$ cat src/verilog/monitor_config_defs.svh
/*
  Register offsets, field positions, reset values and timing counts for the
  monitor configuration bank. Assumes inclusion by bare name.
*/
`ifndef MONITOR_CONFIG_DEFS_SVH
`define MONITOR_CONFIG_DEFS_SVH

// ---------------------------------------------------------------
// Register indices; the byte address is four times the index
// ---------------------------------------------------------------
`define IDX_OFFSET_REMOTE_TWO 8'h72
`define IDX_CONFIG_SECOND 8'h73
`define IDX_CONFIG_FIRST 8'h40
`define IDX_TEST_SECOND 8'h7f
`define IDX_TACH_MIN_HIGH 8'h55
`define IDX_CONFIG_FOURTH 8'h7d
`define IDX_TEMP_RAW 8'h80
`define IDX_TEMP_RESULT 8'h81
`define IDX_STATUS 8'h82
`define ADDR_OF(i) ({2'h0, (i), 2'h0})

// ---------------------------------------------------------------
// Field positions
// ---------------------------------------------------------------
`define BIT_TWO_WIRE_FIRST 0
`define BIT_TWO_WIRE_SECOND 1
`define BIT_TWO_WIRE_THIRD 2
`define BIT_TWO_WIRE_FOURTH 3
`define BIT_AVG_DISABLE 4
`define BIT_ATTENUATOR_BYPASS_BYPASS 5
`define BIT_SINGLE_CHANNEL 6
`define BIT_SHUTDOWN 7
`define BIT_LOCK 1
`define BIT_EXT_SINGLE_CHANNEL_MODE_CLOCK 2
`define BIT_PWM_INVERT 0

// ---------------------------------------------------------------
// Reset values and timing
// ---------------------------------------------------------------
`define RESET_OFFSET 8'h00
`define RESET_CONFIG_SECOND 8'h00
`define RESET_BYTE 8'h00
`define RESET_LIMIT 10'h1ff
`define SINGLE_CHANNEL_MODE_TIME_AVG_US 16
`define SINGLE_CHANNEL_MODE_TIME_FAST_US 1
`define CLOCK_MHZ 40
`define SINGLE_CHANNEL_MODE_CYCLES_AVG (`SINGLE_CHANNEL_MODE_TIME_AVG_US * `CLOCK_MHZ)
`define SINGLE_CHANNEL_MODE_CYCLES_FAST (`SINGLE_CHANNEL_MODE_TIME_FAST_US * `CLOCK_MHZ)

`endif

$ cat src/verilog/monitor_config_pkg.sv
/*
  Types shared by the monitor configuration bank.
  Assumes the constants header is compiled alongside.
*/
package monitor_config_pkg;
  typedef enum logic [2:0] {
    CH_SUPPLY_2V5,
    CH_CORE_SUPPLY,
    CH_SUPPLY_3V3,
    CH_SUPPLY_5V,
    CH_SUPPLY_12V,
    CH_REMOTE_ONE,
    CH_LOCAL,
    CH_REMOTE_TWO
  } channel_type;

  typedef enum logic {
    SCAN_ALL,
    SCAN_SINGLE
  } scan_mode_type;
endpackage : monitor_config_pkg

$ cat src/verilog/offset_adder.sv
/*
  Adds a signed quarter-degree offset to a signed temperature result.
  Assumes both values use quarter-degree units, ten bits for the result.
*/
`timescale 1ns/1ps
module offset_adder (
  input wire logic [9:0] raw,
  input wire logic [7:0] offset,
  output logic [9:0] corrected
);
  // ---------------------------------------------------------------
  // Saturating signed sum
  // ---------------------------------------------------------------
  logic signed [10:0] sum;
  always_comb begin
    sum = $signed({raw[9], raw}) + $signed({{3{offset[7]}}, offset});
    if (sum > 11'sd511) begin
      corrected = 10'h1ff;
    end else if (sum < -11'sd512) begin
      corrected = 10'h200;
    end else begin
      corrected = sum[9:0];
    end
  end
endmodule : offset_adder

$ cat src/verilog/monitor_config.sv
/*
  APB register bank for the remote-2 offset and second configuration
  register, with conversion scheduling, tach sense selection and shutdown.
  Assumes an APB master on pclk and a converter that answers single_channel_mode_done.
*/
`timescale 1ns/1ps
`include "monitor_config_defs.svh"
module monitor_config (
  input wire logic pclk,
  input wire logic presetn,
  input wire logic psel,
  input wire logic penable,
  input wire logic pwrite,
  input wire logic [11:0] paddr,
  input wire logic [31:0] pwdata,
  output logic [31:0] prdata,
  output logic pready,
  output logic pslverr,
  input wire logic [9:0] remote_two_raw,
  input wire logic single_channel_mode_done,
  input wire logic [7:0] duty_current,
  input wire logic ext_single_channel_mode_clock,
  output logic single_channel_mode_start,
  output logic [2:0] single_channel_mode_channel,
  output logic averaging_disable,
  output logic attenuator_bypass,
  output logic [3:0] two_wire_sense,
  output logic [7:0] two_wire_threshold,
  output logic pwm_off,
  output logic pwm_off_level,
  output logic [7:0] duty_readback,
  output logic [9:0] remote_two_result,
  output logic remote_two_over
);
  // ---------------------------------------------------------------
  // Registers
  // ---------------------------------------------------------------
  logic [7:0] remote_two_temp_offset;
  logic [7:0] monitor_config_second;
  logic [7:0] config_first;
  logic [7:0] test_second;
  logic [7:0] tach_min_high;
  logic [7:0] config_fourth;
  logic [9:0] remote_two_limit;
  logic [9:0] corrected;
  logic [9:0] raw_latched;
  logic wr_en;
  logic rd_en;
  logic locked;
  logic mapped;
  logic [15:0] single_channel_mode_count;
  logic [15:0] single_channel_mode_target;
  logic ext_clk_prev;
  monitor_config_pkg::scan_mode_type scan_mode;
  monitor_config_pkg::channel_type next_channel;
  logic [2:0] scan_channel;

  assign wr_en = psel && penable && pwrite && pready;
  assign rd_en = psel && !penable && !pwrite;
  assign locked = config_first[`BIT_LOCK];
  assign scan_mode = monitor_config_second[`BIT_SINGLE_CHANNEL] ?
    monitor_config_pkg::SCAN_SINGLE : monitor_config_pkg::SCAN_ALL;

  always_comb begin
    mapped = 1'b1;
    case (paddr[9:2])
      `IDX_OFFSET_REMOTE_TWO, `IDX_CONFIG_SECOND, `IDX_CONFIG_FIRST,
      `IDX_TEST_SECOND, `IDX_TACH_MIN_HIGH, `IDX_CONFIG_FOURTH,
      `IDX_TEMP_RAW, `IDX_TEMP_RESULT, `IDX_STATUS: mapped = 1'b1;
      default: mapped = 1'b0;
    endcase
    if (paddr[11:10] != 2'h0 || paddr[1:0] != 2'h0) begin
      mapped = 1'b0;
    end
  end

  // ---------------------------------------------------------------
  // APB handshake: one wait-free access phase
  // ---------------------------------------------------------------
  always_ff @(posedge pclk or negedge presetn) begin
    if (!presetn) begin
      pready <= 1'b0;
      pslverr <= 1'b0;
    end else begin
      pready <= psel && !penable;
      pslverr <= psel && !penable && !mapped;
    end
  end

  // Lock is sticky once set; only reset clears it
  always_ff @(posedge pclk or negedge presetn) begin
    if (!presetn) begin
      config_first <= `RESET_BYTE;
    end else if (wr_en && mapped && paddr[9:2] == `IDX_CONFIG_FIRST && !locked) begin
      config_first <= pwdata[7:0];
    end
  end

  always_ff @(posedge pclk or negedge presetn) begin
    if (!presetn) begin
      remote_two_temp_offset <= `RESET_OFFSET;
      monitor_config_second <= `RESET_CONFIG_SECOND;
      test_second <= `RESET_BYTE;
      tach_min_high <= `RESET_BYTE;
      config_fourth <= `RESET_BYTE;
    end else if (wr_en && mapped && !locked) begin
      case (paddr[9:2])
        `IDX_OFFSET_REMOTE_TWO: remote_two_temp_offset <= pwdata[7:0];
        `IDX_CONFIG_SECOND: monitor_config_second <= pwdata[7:0];
        `IDX_TEST_SECOND: test_second <= pwdata[7:0];
        `IDX_TACH_MIN_HIGH: tach_min_high <= pwdata[7:0];
        `IDX_CONFIG_FOURTH: config_fourth <= pwdata[7:0];
        default: ;
      endcase
    end
  end

  // Limit lives with the status word; not locked, so software can move it
  always_ff @(posedge pclk or negedge presetn) begin
    if (!presetn) begin
      remote_two_limit <= `RESET_LIMIT;
    end else if (wr_en && paddr[9:2] == `IDX_STATUS && paddr[11:10] == 2'h0) begin
      remote_two_limit <= pwdata[9:0];
    end
  end

  // ---------------------------------------------------------------
  // Read data
  // ---------------------------------------------------------------
  always_ff @(posedge pclk or negedge presetn) begin
    if (!presetn) begin
      prdata <= 32'h0;
    end else if (rd_en) begin
      case (paddr[9:2])
        `IDX_OFFSET_REMOTE_TWO: prdata <= {24'h0, remote_two_temp_offset};
        `IDX_CONFIG_SECOND: prdata <= {24'h0, monitor_config_second};
        `IDX_CONFIG_FIRST: prdata <= {24'h0, config_first};
        `IDX_TEST_SECOND: prdata <= {24'h0, test_second};
        `IDX_TACH_MIN_HIGH: prdata <= {24'h0, tach_min_high};
        `IDX_CONFIG_FOURTH: prdata <= {24'h0, config_fourth};
        `IDX_TEMP_RAW: prdata <= {22'h0, raw_latched};
        `IDX_TEMP_RESULT: prdata <= {22'h0, remote_two_result};
        `IDX_STATUS: prdata <= {21'h0, remote_two_over, remote_two_limit};
        default: prdata <= 32'h0;
      endcase
      if (paddr[11:10] != 2'h0 || paddr[1:0] != 2'h0) begin
        prdata <= 32'h0;
      end
    end
  end

  // ---------------------------------------------------------------
  // Offset correction ahead of store and compare
  // ---------------------------------------------------------------
  offset_adder u_offset_adder (
    .raw(raw_latched),
    .offset(remote_two_temp_offset),
    .corrected(corrected)
  );

  always_ff @(posedge pclk or negedge presetn) begin
    if (!presetn) begin
      raw_latched <= 10'h0;
    end else if (single_channel_mode_done && single_channel_mode_channel == 3'(monitor_config_pkg::CH_REMOTE_TWO)) begin
      raw_latched <= remote_two_raw;
    end
  end

  // Stored and compared one cycle after capture, so both see the sum
  always_ff @(posedge pclk or negedge presetn) begin
    if (!presetn) begin
      remote_two_result <= 10'h0;
      remote_two_over <= 1'b0;
    end else begin
      remote_two_result <= corrected;
      remote_two_over <= $signed(corrected) > $signed(remote_two_limit);
    end
  end

  // ---------------------------------------------------------------
  // Conversion scheduling
  // ---------------------------------------------------------------
  assign single_channel_mode_target = monitor_config_second[`BIT_AVG_DISABLE] ?
    16'(`SINGLE_CHANNEL_MODE_CYCLES_FAST) : 16'(`SINGLE_CHANNEL_MODE_CYCLES_AVG);

  always_comb begin
    if (scan_mode == monitor_config_pkg::SCAN_SINGLE) begin
      next_channel = monitor_config_pkg::channel_type'(tach_min_high[7:5]);
    end else begin
      next_channel = monitor_config_pkg::channel_type'(scan_channel + 3'h1);
    end
  end

  always_ff @(posedge pclk or negedge presetn) begin
    if (!presetn) begin
      ext_clk_prev <= 1'b0;
    end else begin
      ext_clk_prev <= ext_single_channel_mode_clock;
    end
  end

  always_ff @(posedge pclk or negedge presetn) begin
    if (!presetn) begin
      single_channel_mode_count <= 16'h0;
      single_channel_mode_start <= 1'b0;
      scan_channel <= 3'h0;
      single_channel_mode_channel <= 3'h0;
    end else begin
      single_channel_mode_start <= 1'b0;
      if (monitor_config_second[`BIT_SHUTDOWN]) begin
        single_channel_mode_count <= 16'h0;
      end else if (scan_mode == monitor_config_pkg::SCAN_SINGLE &&
                   test_second[`BIT_EXT_SINGLE_CHANNEL_MODE_CLOCK]) begin
        if (ext_single_channel_mode_clock && !ext_clk_prev) begin
          single_channel_mode_start <= 1'b1;
          single_channel_mode_channel <= tach_min_high[7:5];
        end
      end else if (single_channel_mode_count >= single_channel_mode_target - 16'h1) begin
        single_channel_mode_count <= 16'h0;
        single_channel_mode_start <= 1'b1;
        scan_channel <= 3'(next_channel);
        single_channel_mode_channel <= 3'(next_channel);
      end else begin
        single_channel_mode_count <= single_channel_mode_count + 16'h1;
      end
    end
  end

  // ---------------------------------------------------------------
  // Static configuration outputs
  // ---------------------------------------------------------------
  always_ff @(posedge pclk or negedge presetn) begin
    if (!presetn) begin
      two_wire_sense <= 4'h0;
      two_wire_threshold <= 8'h0;
      averaging_disable <= 1'b0;
      attenuator_bypass <= 1'b0;
    end else begin
      two_wire_sense[1:0] <= monitor_config_second[1:0];
      two_wire_sense[2] <= monitor_config_second[`BIT_TWO_WIRE_THIRD];
      two_wire_sense[3] <= monitor_config_second[`BIT_TWO_WIRE_FOURTH];
      two_wire_threshold <= config_fourth;
      averaging_disable <= monitor_config_second[`BIT_AVG_DISABLE];
      attenuator_bypass <= monitor_config_second[`BIT_ATTENUATOR_BYPASS_BYPASS];
    end
  end

  // Fan-off level follows polarity; duty reads zero while shut down
  always_ff @(posedge pclk or negedge presetn) begin
    if (!presetn) begin
      pwm_off <= 1'b0;
      pwm_off_level <= 1'b0;
      duty_readback <= 8'h0;
    end else begin
      pwm_off <= monitor_config_second[`BIT_SHUTDOWN];
      pwm_off_level <= config_first[`BIT_PWM_INVERT];
      duty_readback <= monitor_config_second[`BIT_SHUTDOWN] ? 8'h0 : duty_current;
    end
  end
endmodule : monitor_config

$ cat config.mk
export PLATFORM = sky130hd
export DESIGN_NAME = monitor_config
export DESIGN_NICKNAME = d
export VERILOG_FILES = /design/src/verilog/monitor_config_pkg.sv /design/src/verilog/offset_adder.sv /design/src/verilog/monitor_config.sv
export VERILOG_INCLUDE_DIRS = /design/src /design/src/verilog
export SDC_FILE = /design/constraint.sdc
export NUM_CORES = 1
export LEC_CHECK = 0
export ABC_AREA = 1
export BUFFER_PORTS_ARGS = -buffer_cell sky130_fd_sc_hd__buf_2
export CORE_UTILIZATION = 40
export DETAILED_ROUTE_END_ITERATION = 8
export PLACE_DENSITY = 0.61
export SLEW_MARGIN = 20
export SYNTH_ARGS = -nofsm -noshare
export SYNTH_HDL_FRONTEND = slang
export SYNTH_HIERARCHICAL = 1
export SYNTH_SLANG_ARGS = --single-unit
$ cat constraint.sdc
create_clock -name pclk -period 4 [get_ports pclk]
set_clock_uncertainty 0.2 [all_clocks]
set_input_delay 0.6 -clock pclk [delete_from_list [all_inputs] [get_ports pclk]]
set_output_delay 0.6 -clock pclk [all_outputs]
set_load 0.01 [all_outputs]
Word-level counts from Yosys, hierarchy flattened
Cells that the tools add are included.
Widths: inputs -> output; s select.

storage, ports and cells
  bits in writable memories = 0
  ROM bits = 0
  logic and storage cells = 100
  bits of input ports = 69
  memories kept = 0
  latch bits = 0
  bits in registers = 161

operators by class
  divide/modulo/power cells = 0
  equal/unequal tests = 12
  bitwise operators = 2
  multiplexer cells = 20
  reduce and logical (&&, ||, !) cells = 33
  $lt $le $gt $ge = 4
  shift operators = 0
  multipliers = 0
  add/sub/neg operators = 4

operators by type and width
  operator               count
  $pmux 11 s9            1
  $eq 8x7->1 const B     6
  $mux 16                3
  $mux 32                1
  $mux 10                3
  $eq 8x8->1 const B     3
  $add 16x1->16 const B  1
  $ge 16x16->1           1
  $logic_and 1x1->1      15
  $mux 3                 4
  $add 10x8->11          1
  $gt 11x10->1 const B   1
  $lt 11x10->1 const B   1
  $sub 10x1->11 const B  1
  $gt 10x10->1           1
  $reduce_and 2->1       5
  $reduce_or 9->1        1
  $mux 8                 1
  $mux 1                 7
  $reduce_and 3->1       2
  $reduce_bool 2->1      3
  $logic_not 1->1        5
  $add 3x1->3 const B    1
  $eq 3x3->1 const B     1
  5 further kinds        6

Longest topological paths before layout
Gate-level depths: netlist (run 1).

  depth in word-level cells = 7
  gate-level depth with buffers = 20

By module
The synthesis (run 1) kept the hierarchy.

by module, submodules not included
  module          area each (um^2)  instances  cells each
  monitor_config  6697.7            1          802
  offset_adder    658.1             1          110

Worst setup path after synthesis (run 1)
Ideal clock, no wire load.

  path type = register to register
  start = reg remote_two_temp_offset[0]
  end = reg remote_two_over
  arrival time = 2563 ps
  period minus slack after synthesis = 2841 ps
  stages on the path, launching flop included = 20
  slack = 1159 ps
  cell sequence = dfrtp_1 -> ha_1 -> inv_1 -> fa_1 -> inv_1 -> nand2_1 -> nand3_2 -> nand3_2 -> nand2_2 -> nand2_2 -> nand2_4 -> nand2_1 -> nand2_1 -> ha_1 -> a21oi_1 -> o21ai_0 -> nand2_1 -> nand3_1 -> or2_2 -> a21oi_1

on the way
  cells in the longest elaborated chain, start to end = 5

ends and longest elaborated chain
  what                    RTL line               text
  from (decl)             monitor_config.sv:38   logic [7:0] remote_two_temp_offset;
  from (signal assigned)  monitor_config.sv:101  remote_two_temp_offset <= `RESET_OFFSET;
  from (signal assigned)  monitor_config.sv:108  `IDX_OFFSET_REMOTE_TWO: remote_two_temp_offset <= pwdata[7:0];
  $add 10x8->11 *         offset_adder.sv:16     sum = $signed({raw[9], raw}) + $signed({{3{offset[7]}}, offset});
  $lt 11x10->1            offset_adder.sv:19     end else if (sum < -11'sd512) begin
  $mux 10                 offset_adder.sv:19
  $mux 10 *               offset_adder.sv:17     if (sum > 11'sd511) begin
  named net corrected[9]  monitor_config.sv:45   logic [9:0] corrected;
  $gt 10x10->1 *          monitor_config.sv:176  remote_two_over <= $signed(corrected) > $signed(remote_two_limit);
  to (signal assigned)    monitor_config.sv:176
  to (decl)               monitor_config.sv:33   output logic remote_two_over

Mark *: on every way through the listed nets, which the timed path passes. The rest lies on a longest branch.
A chain may end at the register's enable or synchronous reset.

Worst setup path in the final report (run 1)
Ends and elaborated chain as after synthesis.

==> results of run 1 <==
## cell usage in the layout, fill, tap and decap left out, types with 2 or more instances in the layout
cell type,count
ha_1,26
xnor2_1,4
inv_1,97
dfrtp_1,131
nand3_1,45
nand2_2,10
clkbuf_1,2
nand3b_1,6
buf_2,97
dfstp_2,9
clkinv_4,3
clkbuf_16,17
o21ai_1,3
nor3_1,7
clkinv_1,2
nand4_1,55
nor2_1,79
xor2_1,9
buf_4,10
nand2_4,2
clkbuf_8,3
nand4_2,4
o22ai_1,6
inv_2,6
bufinv_16,3
clkinv_2,3
nand2_1,281
conb_1,21
nand3_2,4
nor2_2,5
a21oi_1,23
o21ai_0,35
nor2_4,4
## cells in the mapped netlist, types with 2 or more instances
cell type / n
nand3b_1: 6
nand2_2: 10
inv_1: 97
o21ai_0: 35
nand4_2: 4
nand3_1: 45
xnor2_1: 4
inv_2: 6
nand2_1: 281
clkbuf_1: 8
buf_4: 24
nand3_2: 4
nand2_4: 2
nand4_1: 55
a21oi_1: 23
dfstp_2: 9
nor2_1: 80
nor2_2: 5
buf_2: 11
xor2_1: 9
clkinv_1: 2
nor2_4: 3
nor3_1: 7
o22ai_1: 6
ha_1: 26
dfrtp_1: 131
o21ai_1: 3
## sequential cells by signal, indices dropped and copies added, names as in the netlist, 3 cells and up
register / flops
config_first: 8
raw_latched: 10
scan_channel: 3
remote_two_limit: 10
single_channel_mode_count: 16
config_fourth: 8
single_channel_mode_channel: 3
test_second: 8
two_wire_threshold: 8
remote_two_temp_offset: 8
two_wire_sense: 4
prdata: 11
monitor_config_second: 8
remote_two_result: 10
tach_min_high: 8
duty_readback: 8
## through the flow
step	instance area (sq um)	setup slack, ns	std cells	hold WS [ns]
3_5_place_dp	8010	0.752	1224	0.189
3_3_place_gp	8010	0.768	1224	0.189
5_1_grt	8630	0.492	1256	0.0740
2_1_floorplan	7430	1.16	932	0.104
6_report	8630	0.753	1256	0.0141
4_1_cts	8630	0.729	1256	0.0543
## kinds of logic (layout without fill, tap and decap cells)
logic type / Yosys count / in the layout / synth area share, %
AOI/OAI and AO/OA: 74 / 74 / 5.49
DFF: 140 / 140 / 47.8
adders and majority gates: 27 / 27 / 4.69
xor gates and xnor gates: 13 / 13 / 1.55
muxes: 1 / 1 / 0.153
other: 1 / 21 / 0.0510
and+or+nand+nor: 506 / 506 / 31.1
buffers and inverters: 150 / 245 / 9.17
## per-layer routing
metal | vias up | GRT usage [%] | wire (microns) | share of wire, %
li1 | 3107 | - | - | -
met3 | 33 | 4.08 | 1080 | 5.5
met5 | - | 0 | 0 | 0
met4 | 0 | 9.40 | 543 | 2.8
met2 | 205 | 33.5 | 8790 | 45
met1 | 2935 | 30.5 | 9150 | 47
## cell type report
type                       count  area, sq um
clock inverter                10          139
fill                        1778         9330
sequential                   140         3510
clock buffer                  22          474
inverter                     105          394
timing repair buffer         108          572
multi-input combinational    642         3250
tap                          229          287
## power breakdown
group	switching (mW)	total, mW	internal [mW]
sequential	0.00139	1.42	1.42
combinational	0.0872	0.117	0.0295
clock	0.607	1.64	1.03
## path summary, 6_finish.rpt
check / from / to / slack [ns] / cells after the start
max: remote_two_temp_offset[0] / remote_two_over / 0.75 / 19
min: presetn / duty_readback[2] / 0.01 / 1
max reg2reg: remote_two_temp_offset[0] / remote_two_over / 0.75 / 19
min reg2reg: config_fourth[4] / two_wire_threshold[4] / 0.20 / 0
max in group asynchronous: presetn / prdata[0] / 2.65 / 2
min in group pclk: ext_single_channel_mode_clock / ext_clk_prev / 0.09 / 1
## worst max-delay path, stage by stage, from the launching register on
cell,delay (ns)
dfrtp_1,0.37
ha_1,0.22
inv_1,0.07
fa_1,0.42
inv_1,0.10
nand2_1,0.07
nand3_2,0.08
nand3_2,0.07
nand2_2,0.11
nand2_2,0.10
nand2_4,0.12
nand2_1,0.06
nand2_1,0.08
ha_1,0.25
a21oi_1,0.16
o21ai_0,0.11
nand2_1,0.06
nand3_1,0.08
or2_2,0.28
a21oi_1,0.17
==> flow_summary.yaml, run 1 <==
timing:
  setup_tns_ns: 0
  slew_headroom_pct: 48.6
  hold_violations: 0
  rsz0062_at_grt: "false"
  worst_slew_pin_slew_ns: 0.771
  fmax_ghz: 0.308
  setup_viol: 0
  period_needed_ns: 3.25
  drv_slew: 0
  finalCritPeriodShare_pct: 81.2
global_routing:
  antenna_found_initial: 0
  grt_pass1_vias: 5866
  grt_use_total_pct: 22.0
  grt_max_degree: 84
  grt_pass1_wl_microns: 31000
  grt_overflow: 0
detailed_routing:
  vias: 6280
  vias_per_cell: 5.00
  dr.pass1.iters: 5
  ant_nets: 0
  avgRoutedWirePerCell_microns: 15.6
  initialDrtViolationCount: 435
  wirelength_microns: 19600
  drc: 0
clock_network:
  cts_made_buffers: 17
  h-tree-depth: 4
  cts_resized: 0
  cts-root-buf: "clkbuf_16"
  clockBufferDepth: 2
  post-cts-setup-buffers: 0
  ctsHoldBuffers: 0
  path_clk_slew_ns: 0.06
  clk_latency_ns: 0.43
  cts_tree: "yes"
  clkSinkCount: 140
die:
  dieArea_sq_um: 18900
  initial_core_util_pct: 40.9
  die_w_microns: 138
  row_count: 49
  core_sq_um: 18000
  die_h_microns: 138
  ios: 142
logic_synthesis:
  yosysTopAreaCell: "dfrtp_1"
  synth_edf_count: 0
  syn_inst: 912
  avgSynthCellArea_sq_um: 8.07
  mappedNetlistArea_sq_um: 7360
  ys_ff_latch: 140
  yosysTopAreaCellShare_pct: 44.6
  synth-async-reset-ratio_pct: 100
  synth.distinct_cells: 43
  synth-main-ff-cell: "dfrtp_1"
  synth-seq-area-share_pct: 47.8
  yosys-top-cells-area: "dfrtp_1, nand2_1, inv_1"
  yosys_warnings: 6
finish:
  drive_gt1_share_pct: 18.3
  syn_to_final_growth_pct: 17.3
  n_antenna_cell: 0
  final_core_util_pct: 48.0
  layout.nets: 1110
power:
  peakVddDrop_uv: 410
  power_leakage_nw: 4.81
  power_density_nw_per_um2: 368
  finalPower_mw: 3.18
placed_design:
  place.gp.congestion: 0.872
  io_buffer_count: 98
  hpwl_microns: 14500
critical_path:
  start_kind: "flop"
  critPathRequiredTime_ns: 4.14
  endpoint_kind: "flop"
  criticalPathCategory: "flop to flop"
  critPathArrivalTime_ns: 3.38
  path_max_fanout: 9
run_status:
  outcome: "finished, final reports clean"
run:
  cap_violations: 0
min_path:
  worstHoldPathType: "input port to asynchronous set/reset pin"
Note: power is estimated with default switching activity, not from simulation.
==> run 2, diff against run 1 <==
--- a/config.mk
+++ b/config.mk
@@ -10,7 +10,7 @@
 export BUFFER_PORTS_ARGS = -buffer_cell sky130_fd_sc_hd__buf_2
 export CORE_UTILIZATION = 40
 export DETAILED_ROUTE_END_ITERATION = 8
-export PLACE_DENSITY = 0.61
+export PLACE_DENSITY = 0.63
 export SLEW_MARGIN = 20
 export SYNTH_ARGS = -nofsm -noshare
 export SYNTH_HDL_FRONTEND = slang
==> constraint.sdc (replaced) <==
create_clock -name pclk -period 2.8 [get_ports pclk]
set_clock_uncertainty 0.2 [all_clocks]
set_input_delay 0.42 -clock pclk [delete_from_list [all_inputs] [get_ports pclk]]
set_output_delay 0.42 -clock pclk [all_outputs]
set_load 0.01 [all_outputs]
==> flow_summary.yaml, run 2 (synthesis results as in run 1) <==
global_routing:
  grt-busiest-layer: "met2"
  grt_util_met1_pct: 28.3
  grt_overflow: 0
  grt_use_total_pct: 22.7
  grt_max_degree: 55
  grtUsageMet2_pct: 37.8
  antenna_found_initial: 0
  grt_pass1_vias: 6291
  grt_pass1_wl_microns: 32100
  met3_usage_pct: 4.75
timing:
  worst_slew_pin_slew_ns: 0.575
  rsz0062_at_grt: "true"
  period_needed_ns: 3.01
  slew_headroom_pct: 61.5
  hold_violations: 0
  drv_slew: 0
  fmax_ghz: 0.332
  finalCritPeriodShare_pct: 108
  fin_ws_ns: -0.210
  setup_viol: 1
  worst_hold_slack_ns: 0.0153
run:
  cap_violations: 0
die:
  initial_core_util_pct: 40.9
  die_w_microns: 138
  die_h_microns: 138
  ios: 142
  row_count: 49
  core_sq_um: 18000
  dieArea_sq_um: 18900
run_status:
  violations: "negative setup slack"
  outcome: "complete, but fails checks"
critical_path:
  critPathRequiredTime_ns: 2.95
  path_max_fanout: 6
  path_cells: "ha_2 > inv_2 > fa_2 > inv_2 > nand2_2 > nand3_4 > nand3_4 > nand2_4 > nand2_4 > nand2_4 > buf_6 > nand2_2 > nand2_2 > ha_4 > inv_2 > nor2_2 > o211ai_1 > nand3_2 > or2_4 > a21oi_2"
  slowest_stage: "dfrtp_1"
  critPathBufInv: 4
  criticalPathCategory: "flop to flop"
  path_delay_family: "simple AND/OR/NAND/NOR gates"
  critPathArrivalTime_ns: 3.16
  critPathMaxStageDelay_ns: 0.37
  endpoint_kind: "flop"
  start_kind: "flop"
finish:
  reg.largest.list: "single_channel_mode_count x16, prdata x11"
  n_antenna_cell: 0
  fillers: 1697
  syn_to_final_growth_pct: 28.5
  layout.nets: 1177
  largest_reg_flops: 16
  top_register: "single_channel_mode_count"
  final_common_cell: "nand2_1"
  drive_gt1_share_pct: 25.5
  final_cell_mix: "nand2_1, dfrtp_1, buf_2"
clock_network:
  cts_made_buffers: 17
  cts_tree: "yes"
  clkSinkCount: 140
  clk_latency_ns: 0.42
  clockBufferDepth: 2
  path_clk_slew_ns: 0.06
  h-tree-depth: 4
  cts-root-buf: "clkbuf_16"
power:
  power_leakage_nw: 5.16
  peakVddDrop_uv: 431
  finalPower_mw: 4.66
  power_density_nw_per_um2: 493
min_path:
  worstHoldPathType: "input port to flop"
detailed_routing:
  ant_nets: 0
  dr.pass1.iters: 5
  vias: 6558
  initialDrtViolationCount: 441
  avgRoutedWirePerCell_microns: 15.4
  vias_per_cell: 4.96
  drc: 0
  wirelength_microns: 20400
placed_design:
  hpwl_microns: 15000
  place.gp.congestion: 0.859
  io_buffer_count: 98
[run 2: changes by cell type in the layout (fill, tap and decap cells not counted), sizes merged]
cell         delta
buf            +54
bufinv          +1
clkbuf          -1
clkinv          -4
clkinvlp        +3
dlygate4sd3    +13
[run 2: layout make-up]
class | instances | area [sq um] | share of cell area, %
clock buffers | 21 | 470 | 4.98
clock inverters | 10 | 164 | 1.73
inverters | 105 | 394 | 4.17
multi-input cells | 642 | 3500 | 37.0
flip-flops and latches | 140 | 3520 | 37.2
well taps | 229 | 287 | 3.03
repair buffers | 175 | 1120 | 11.9
[run 2: power by group]
group | internal, mW | leakage, nW | switching (mW)
Clock | 1.56 | 0.297 | 0.884
Sequential | 2.03 | 1.78 | 0.00208
Combinational | 0.0599 | 3.08 | 0.129
[run 2: worst paths after layout]
check / startpoint / end / slack (ns) / cells past startpoint
max: remote_two_temp_offset[0] / remote_two_over / -0.21 / 20
min: remote_two_raw[7] / raw_latched[7] / 0.02 / 3
max reg2reg: remote_two_temp_offset[0] / remote_two_over / -0.21 / 20
min reg2reg: config_fourth[7] / two_wire_threshold[7] / 0.21 / 0
max in group asynchronous: presetn / remote_two_limit[3] / 1.33 / 3
min in group asynchronous: presetn / duty_readback[4] / 0.33 / 2
[run 2: worst min-delay path: cells and delay by family]
| kind | cells | cell delay, ns |
|---|---|---|
| compound gates | 1 | 0.06 |
| buf+inv | 1 | 0.08 |
| simple gates | 1 | 0.04 |
[run 2: per-layer routing]
layer | wire length [microns] | up-vias | share of wire (%)
met2 | 9910 | 192 | 49
met1 | 8780 | 3105 | 43
met4 | 651 | 0 | 3.2
met3 | 1090 | 32 | 5.3
met5 | 0 | - | 0
li1 | - | 3229 | -
[run 2: timing repair]
action	4_1_cts	5_1_grt
resized for setup	16	30
setup buffers	4	1
hold buffers	13	0
setup endpoints to repair	1	1
hold endpoints to repair	63	0
pin swaps	7	17
[run 2: stage by stage]
step           area, sq um  TNS [ns]  cells  util (%)  setup WS [ns]
6_report              9450    -0.210   1322      52.6         -0.210
5_1_grt               9450    -0.369   1322      52.6         -0.369
4_1_cts               9270    -0.202   1321      51.6         -0.202
3_5_place_dp          8420    -0.204   1273      46.9         -0.204
3_3_place_gp          8420    -0.201   1273      46.9         -0.201
2_1_floorplan         7460         0    932         -         0.0267
